[config.mk]
export PLATFORM = sky130hd
export DESIGN_NAME = rsseq_sequencer
export DESIGN_NICKNAME = d
export VERILOG_FILES = /design/src/rsseq_pkg.sv /design/src/rsseq_sequencer.sv
export SDC_FILE = /design/constraint.sdc
export NUM_CORES = 1
export LEC_CHECK = 0
export BUFFER_PORTS_ARGS = -buffer_cell sky130_fd_sc_hd__buf_4
export CORE_ASPECT_RATIO = 1.2
export CORE_UTILIZATION = 50
export DETAILED_ROUTE_END_ITERATION = 10
export PLACE_DENSITY = 0.67
export SYNTH_ARGS = -nofsm -noshare
export SYNTH_HDL_FRONTEND = slang
export SYNTH_SLANG_ARGS = --single-unit
[constraint.sdc]
create_clock -name i_core_clk -period 5.61 [get_ports i_core_clk]
set_input_delay 1.122 -clock i_core_clk [delete_from_list [all_inputs] [get_ports i_core_clk]]
set_output_delay 1.122 -clock i_core_clk [all_outputs]
set_load 0.005 [all_outputs]
[src/rsseq_pkg.sv]
// Package for the rail strobe sequencer: register map, field layout, timing
package rsseq_pkg;
    // Register subaddresses
    localparam logic [7:0] ADDR_GAPS_1_8 = 8'h20;
    localparam logic [7:0] ADDR_GAP9_FCTR = 8'h21;
    localparam logic [7:0] ADDR_SLOT_C12 = 8'h22;
    localparam logic [7:0] ADDR_SLOT_C34 = 8'h23;
    // Reset values
    localparam logic [7:0] RST_GAPS_1_8 = 8'h06;
    localparam logic [7:0] RST_GAP9_FCTR = 8'h00;
    localparam logic [7:0] RST_SLOT_C12 = 8'h94;
    localparam logic [7:0] RST_SLOT_C34 = 8'h8a;
    // Field positions
    localparam int FCTR_BIT = 7;
    localparam int GAP9_BIT = 0;
    localparam int SLOT_W = 4;
    localparam int NUM_CONV = 4;
    localparam int NUM_GAPS = 9;
    // Strobe numbering and valid slot codes
    localparam logic [3:0] STROBE_FIRST = 4'h1;
    localparam logic [3:0] STROBE_LAST = 4'ha;
    localparam logic [3:0] STROBE_SEALED_MAX = 4'h2;
    localparam logic [3:0] SLOT_MIN = 4'h3;
    localparam logic [3:0] SLOT_MAX = 4'ha;
    // Timing
    localparam int CLK_PERIOD_NS = 50;
    localparam int MS_IN_NS = 1000000;
    localparam int CYC_PER_MS = MS_IN_NS / CLK_PERIOD_NS;
    localparam logic [5:0] GAP_SHORT_MS = 6'h02;
    localparam logic [5:0] GAP_LONG_MS = 6'h05;
    localparam logic [5:0] GAP_SHORT_PD_MS = 6'h14;
    localparam logic [5:0] GAP_LONG_PD_MS = 6'h32;

    typedef struct packed {
        logic wr;
        logic rd;
        logic [7:0] addr;
        logic [7:0] wdata;
    } rsseq_reg_req_s;

    typedef enum logic [1:0] {
        SQ_IDLE,
        SQ_STROBE,
        SQ_WAIT
    } rsseq_state_e;
endpackage

[src/rsseq_sequencer.sv]
// Rail strobe sequencer: strobe timing, slot decode and configuration registers
// Notes on behaviour
// - Delay n sits between strobe n and strobe n+1 so strobes 1 to 10 come in order.
// - Each delay has its own select bit, zero giving 2 ms and one giving 5 ms.
// - The ninth delay select is bit 0 of its own register apart from the first eight.
// - After reset delays 2 and 3 select 5 ms and all others 2 ms.
// - With the stretch bit set every delay is ten times longer during power-down.
// - The stretch bit never alters power-up delays.
// - Slot codes 3h to Ah enable a converter at strobes 3 to 10.
// - Slot codes 0h to 2h and Bh to Fh leave a converter untouched by strobes.
// - Converters one and two use bits 3-0 and 7-4 of one register, three and four of the next.
// - After reset the slots are strobe 4, 9, 10 and 8 for converters one to four.
// - Strobes 1 and 2 are issued only while the freshness seal flag is zero.
`timescale 1ns/1ps
`default_nettype none
module rsseq_sequencer
    import rsseq_pkg::*;
#(
    parameter int CYC_MS = CYC_PER_MS
) (
    // Clock and reset
    input wire logic i_core_clk,
    input wire logic i_sys_rst,
    // Register access from the serial interface engine
    input wire rsseq_reg_req_s i_reg_req,
    output logic [7:0] o_reg_rdata,
    // Sequence control
    input wire logic i_pu_start,
    input wire logic i_pd_start,
    input wire logic i_freshness_seal_flag,
    output logic o_busy,
    // Strobe and rail enables
    output logic o_strobe_pulse,
    output logic [3:0] o_strobe_num,
    output logic [NUM_CONV-1:0] o_rail_en
);
    logic [7:0] gaps_reg;
    logic gap9_reg;
    logic powerdown_stretch_reg;
    logic [7:0] slot_c12_reg;
    logic [7:0] slot_c34_reg;
    rsseq_state_e state_reg;
    logic down_reg;
    logic [3:0] cur_reg;
    logic [5:0] ms_reg;
    logic [5:0] ms_next;
    logic [$clog2(CYC_MS+1)-1:0] div_reg;
    logic tick;
    logic [NUM_GAPS-1:0] gap_sel;
    logic [3:0] gap_idx;
    logic [SLOT_W*NUM_CONV-1:0] slots;
    logic [NUM_CONV-1:0] hit;

    assign slots = {slot_c34_reg, slot_c12_reg};
    assign gap_sel = {gap9_reg, gaps_reg};
    assign tick = (div_reg == ($clog2(CYC_MS+1))'(CYC_MS - 1));

    ////////////////////////////////////////////////////////////////////////
    // Configuration registers
    always_ff @(posedge i_core_clk) begin
        if (i_sys_rst) begin
            gaps_reg <= RST_GAPS_1_8;
            gap9_reg <= RST_GAP9_FCTR[GAP9_BIT];
            powerdown_stretch_reg <= RST_GAP9_FCTR[FCTR_BIT];
            slot_c12_reg <= RST_SLOT_C12;
            slot_c34_reg <= RST_SLOT_C34;
        end else if (i_reg_req.wr) begin
            unique case (i_reg_req.addr)
                ADDR_GAPS_1_8: gaps_reg <= i_reg_req.wdata;
                ADDR_GAP9_FCTR: begin
                    gap9_reg <= i_reg_req.wdata[GAP9_BIT];
                    powerdown_stretch_reg <= i_reg_req.wdata[FCTR_BIT];
                end
                ADDR_SLOT_C12: slot_c12_reg <= i_reg_req.wdata;
                ADDR_SLOT_C34: slot_c34_reg <= i_reg_req.wdata;
                default: ;
            endcase
        end
    end

    always_ff @(posedge i_core_clk) begin
        if (i_sys_rst) begin
            o_reg_rdata <= 8'h00;
        end else if (i_reg_req.rd) begin
            unique case (i_reg_req.addr)
                ADDR_GAPS_1_8: o_reg_rdata <= gaps_reg;
                ADDR_GAP9_FCTR: o_reg_rdata <= {powerdown_stretch_reg, 6'h00, gap9_reg};
                ADDR_SLOT_C12: o_reg_rdata <= slot_c12_reg;
                ADDR_SLOT_C34: o_reg_rdata <= slot_c34_reg;
                default: o_reg_rdata <= 8'h00;
            endcase
        end
    end

    ////////////////////////////////////////////////////////////////////////
    // Slot decode, one per converter
    generate
        for (genvar c = 0; c < NUM_CONV; c++) begin : g_slot
            logic [SLOT_W-1:0] code;
            assign code = slots[c*SLOT_W +: SLOT_W];
            assign hit[c] = (code >= SLOT_MIN) && (code <= SLOT_MAX) && (code == cur_reg);
        end
    endgenerate

    // Delay after strobe n (up) or before strobe n (down)
    always_comb begin
        gap_idx = down_reg ? (cur_reg - 4'h2) : (cur_reg - 4'h1);
        if (gap_sel[gap_idx]) begin
            ms_next = (down_reg && powerdown_stretch_reg) ? GAP_LONG_PD_MS : GAP_LONG_MS;
        end else begin
            ms_next = (down_reg && powerdown_stretch_reg) ? GAP_SHORT_PD_MS : GAP_SHORT_MS;
        end
    end

    ////////////////////////////////////////////////////////////////////////
    // Step sequencing
    always_ff @(posedge i_core_clk) begin
        if (i_sys_rst) begin
            state_reg <= SQ_IDLE;
            down_reg <= 1'b0;
            cur_reg <= STROBE_FIRST;
            ms_reg <= 6'h00;
            div_reg <= '0;
        end else begin
            unique case (state_reg)
                SQ_IDLE: begin
                    if (i_pu_start) begin
                        down_reg <= 1'b0;
                        cur_reg <= STROBE_FIRST;
                        state_reg <= SQ_STROBE;
                    end else if (i_pd_start) begin
                        down_reg <= 1'b1;
                        cur_reg <= STROBE_LAST;
                        state_reg <= SQ_STROBE;
                    end
                end
                SQ_STROBE: begin
                    div_reg <= '0;
                    if (cur_reg == (down_reg ? STROBE_FIRST : STROBE_LAST)) begin
                        state_reg <= SQ_IDLE;
                    end else begin
                        ms_reg <= ms_next;
                        state_reg <= SQ_WAIT;
                    end
                end
                SQ_WAIT: begin
                    div_reg <= tick ? '0 : div_reg + 1'b1;
                    if (tick) begin
                        ms_reg <= ms_reg - 6'h01;
                        if (ms_reg == 6'h01) begin
                            cur_reg <= down_reg ? cur_reg - 4'h1 : cur_reg + 4'h1;
                            state_reg <= SQ_STROBE;
                        end
                    end
                end
            endcase
        end
    end

    ////////////////////////////////////////////////////////////////////////
    // Strobe and rail outputs
    always_ff @(posedge i_core_clk) begin
        if (i_sys_rst) begin
            o_strobe_pulse <= 1'b0;
            o_strobe_num <= 4'h0;
            o_rail_en <= '0;
            o_busy <= 1'b0;
        end else begin
            o_busy <= (state_reg != SQ_IDLE) || i_pu_start || i_pd_start;
            o_strobe_pulse <= 1'b0;
            if (state_reg == SQ_STROBE && !(i_freshness_seal_flag && cur_reg <= STROBE_SEALED_MAX)) begin
                o_strobe_pulse <= 1'b1;
                o_strobe_num <= cur_reg;
                o_rail_en <= down_reg ? (o_rail_en & ~hit) : (o_rail_en | hit);
            end
        end
    end
endmodule
`default_nettype wire

==> impl_metrics.env <==
export IMPL_synth_edff_count=0
export IMPL_status="complete, no violations"
export IMPL_fin_util_pct=59.35
export IMPL_timing_fmax_ghz=0.3115
export IMPL_clkLatencyLatePin_ps=350
export IMPL_final_hold_violation_count=0
export IMPL_slowest_delay_ps=600
export IMPL_start_kind="register"
export IMPL_finalSetupViolations=0
export IMPL_gp_congestion=0.7932
export IMPL_power_density_nw_per_um2=331.6
export IMPL_ys_seq_elements=72
export IMPL_dp_hpwl_um=6071
export IMPL_clockRootBuffer="clkbuf_8"
export IMPL_route_vias_total=3105
export IMPL_core_sq_um=7360
export IMPL_largest_reg_flops=15
export IMPL_htree_levels=3
export IMPL_yosysMostFrequentCell="dfxtp_1"
export IMPL_grt_pass1_wl_um=13880
export IMPL_finalPower_mw=1.449
export IMPL_grt_max_degree=62
export IMPL_clock_sinks=72
export IMPL_yosysWarningCount=0
export IMPL_die_width_um=82.20
export IMPL_cts_buffer_depth=2
export IMPL_fin_skew_ps=13.82
export IMPL_synth_nets=479
export IMPL_initial_core_util_pct=52.43
export IMPL_synth_common_cells="72 x dfxtp_1, 66 x nor2_1, 34 x mux2i_1"
export IMPL_viasPerCell=5.515
export IMPL_synth_distinct_cells=58
export IMPL_drtIter0Drc=163
export IMPL_areaGrowthSynthToFinish_pct=13.20
export IMPL_yosys_area_top_type="dfxtp_1"
export IMPL_wirelength_um=8407
export IMPL_grt_pass1_vias=2890
export IMPL_cts_buffers=9
export IMPL_max_slew_margin_pct=49.96
export IMPL_antenna_found_initial=0
export IMPL_fp_row_count=34
export IMPL_worstSetupEndpointType="register"
export IMPL_postCtsSetupRepairBufs=0
export IMPL_syn_cell_area_sq_um=3859
export IMPL_place_inst=547
export IMPL_async_flop_share_pct=0
export IMPL_timing_hold_ws_ps=471.1
export IMPL_cp_required_ps=5820
export IMPL_slowest_stage="dfxtp_1"
export IMPL_p_leak_nw=1.795
export IMPL_dieArea_sq_um=8074
export IMPL_insertedDiodeCount=0
export IMPL_max_cap_violations=0
export IMPL_cts_hold_buf=0
export IMPL_final_cell_count_no_fill=563
export IMPL_wl_per_cell_um=14.93
export IMPL_tightest_slew_ps=742.7
export IMPL_synth_top_area_share_pct=37.35
export IMPL_period_needed_ps=3211
export IMPL_grt_setup_unrepaired="false"
export IMPL_yosysSeqAreaShare_pct=37.35
export IMPL_grt_usage_pct=22.56
export IMPL_drtAntennaViolNets=0
export IMPL_period_share_pct=57.23
export IMPL_fin_nets=508
export IMPL_crit_chain="inv_1, ha_1, mux2i_1, mux4_1, or3b_2, o211ai_1, ha_1, a211oi_1, a211oi_1"
export IMPL_cts_resized=0
export IMPL_layout_filler_cells=672
export IMPL_ir_worst_vdd_mv=0.1999
export IMPL_io_buffers=40
export IMPL_dieHeight_um=98.24
export IMPL_hp_class="register to register"
export IMPL_setup_tns_ps=0
export IMPL_drt_first_pass_iters=4
export IMPL_io_pins=41
export IMPL_r2r_setup_slack_ps=2400
export IMPL_cts_tree="yes"
export IMPL_drive_gt1_share_pct=15.64
export IMPL_netlist_instances=439
export IMPL_crit_path_max_fanout=12
export IMPL_path_clk_slew_ps=80
export IMPL_final_max_slew_viol_count=0
export IMPL_multi_input_area_sq_um=2243
export IMPL_regArea_sq_um=1441
export IMPL_synthFlopType="dfxtp_1"
export IMPL_path_class="register to register"
export IMPL_avgSynthCellArea_sq_um=8.790
export IMPL_worst_ep_arrival_time_ps=3420
export IMPL_grt_overflow_total=0
export IMPL_drc=0
export IMPL_synth_area_leaders="dfxtp_1 37%, mux2i_1 8.8%, nor2_1 6.4%"
-- path summary, 6_finish.rpt --
kind                                 from                      endpoint  cells past startpoint
max               cur_reg[1]$_SDFFE_PP0P_        ms_reg[1]$_SDFFE_PP0P_                      9
min          o_strobe_num[3]$_SDFFE_PP0P_  o_strobe_num[3]$_SDFFE_PP0P_                      2
max reg2reg       cur_reg[1]$_SDFFE_PP0P_        ms_reg[1]$_SDFFE_PP0P_                      9
min reg2reg  o_strobe_num[3]$_SDFFE_PP0P_  o_strobe_num[3]$_SDFFE_PP0P_                      2
-- layer usage --
metal | GRT usage, % | vias up | wire length (um)
met3 | 4.112 | 13 | 233
met4 | 8.097 | 0 | 140
met5 | 0 | - | 0
met2 | 35.73 | 49 | 3940
li1 | - | 1584 | -
met1 | 30.18 | 1459 | 4093
-- metrics by stage --
| stage | instance area (sq um) | setup slack [ps] |
|---|---|---|
| detailed placement | 4173 | 2415 |
| global route | 4368 | 2068 |
| global placement | 4173 | 2487 |
| CTS | 4368 | 2399 |
| floorplan | 3859 | 2817 |
| finish | 4368 | 2399 |
-- final cells by class --
type,instances,area share [%]
clock buffer,9,2.836
clock inverter,7,1.633
inverter,16,1.375
multi-input combinational,327,51.36
sequential,72,33.00
tap,90,2.578
timing repair buffer,42,7.219
-- power by group --
group          internal, mW  switching (mW)  leakage [nW]
logic                 0.202           0.238          1.12
clock network         0.205           0.207        0.0916
registers             0.543          0.0541         0.583
total                 0.950           0.499          1.79
-- cells by family (layout without fill, tap and decap cells) --
group / count (synthesis) / count (layout) / synth area share [%]
DFF: 72 / 72 / 37.35
muxes: 39 / 39 / 11.25
buffers and inverters: 40 / 74 / 4.507
AOI/OAI and AO/OA: 74 / 74 / 11.80
xor gates and xnor gates: 29 / 29 / 6.582
adders and majority gates: 17 / 17 / 5.512
and+or+nand+nor: 168 / 168 / 22.99
-- layout by cell type (no fill, tap or decap), types with 3 or more instances in the layout --
cell | netlist | final
dfxtp_1 | 72 | 72
nor2_1 | 66 | 66
buf_4 | 1 | 42
mux2i_1 | 34 | 34
a21oi_1 | 28 | 28
nand2_1 | 24 | 24
o21ai_0 | 18 | 18
xnor2_1 | 18 | 18
ha_1 | 17 | 17
inv_1 | 16 | 16
nor2b_1 | 12 | 12
xor2_1 | 11 | 11
clkbuf_8 | 0 | 9
nand3_1 | 8 | 8
nand2b_1 | 8 | 8
nor3_1 | 8 | 8
nand4_1 | 6 | 6
a211o_1 | 6 | 6
a211oi_1 | 5 | 5
and2_1 | 4 | 4
or3_1 | 4 | 4
and3_1 | 3 | 3
o31ai_1 | 3 | 3
nand4b_1 | 3 | 3
clkinvlp_4 | 0 | 3
-- worst max-delay path: cells and delay by family, from the launching register on --
family | cells | cell delay, ps
AND/OR/NAND/NOR | 1 | 200
AO/OA/AOI/OAI | 3 | 490
multiplexers | 2 | 940
adder cells (fa/ha/maj) | 2 | 640
flip-flops | 1 | 600
buffers and inverters | 1 | 200
Power figures use the tool's default switching activity.
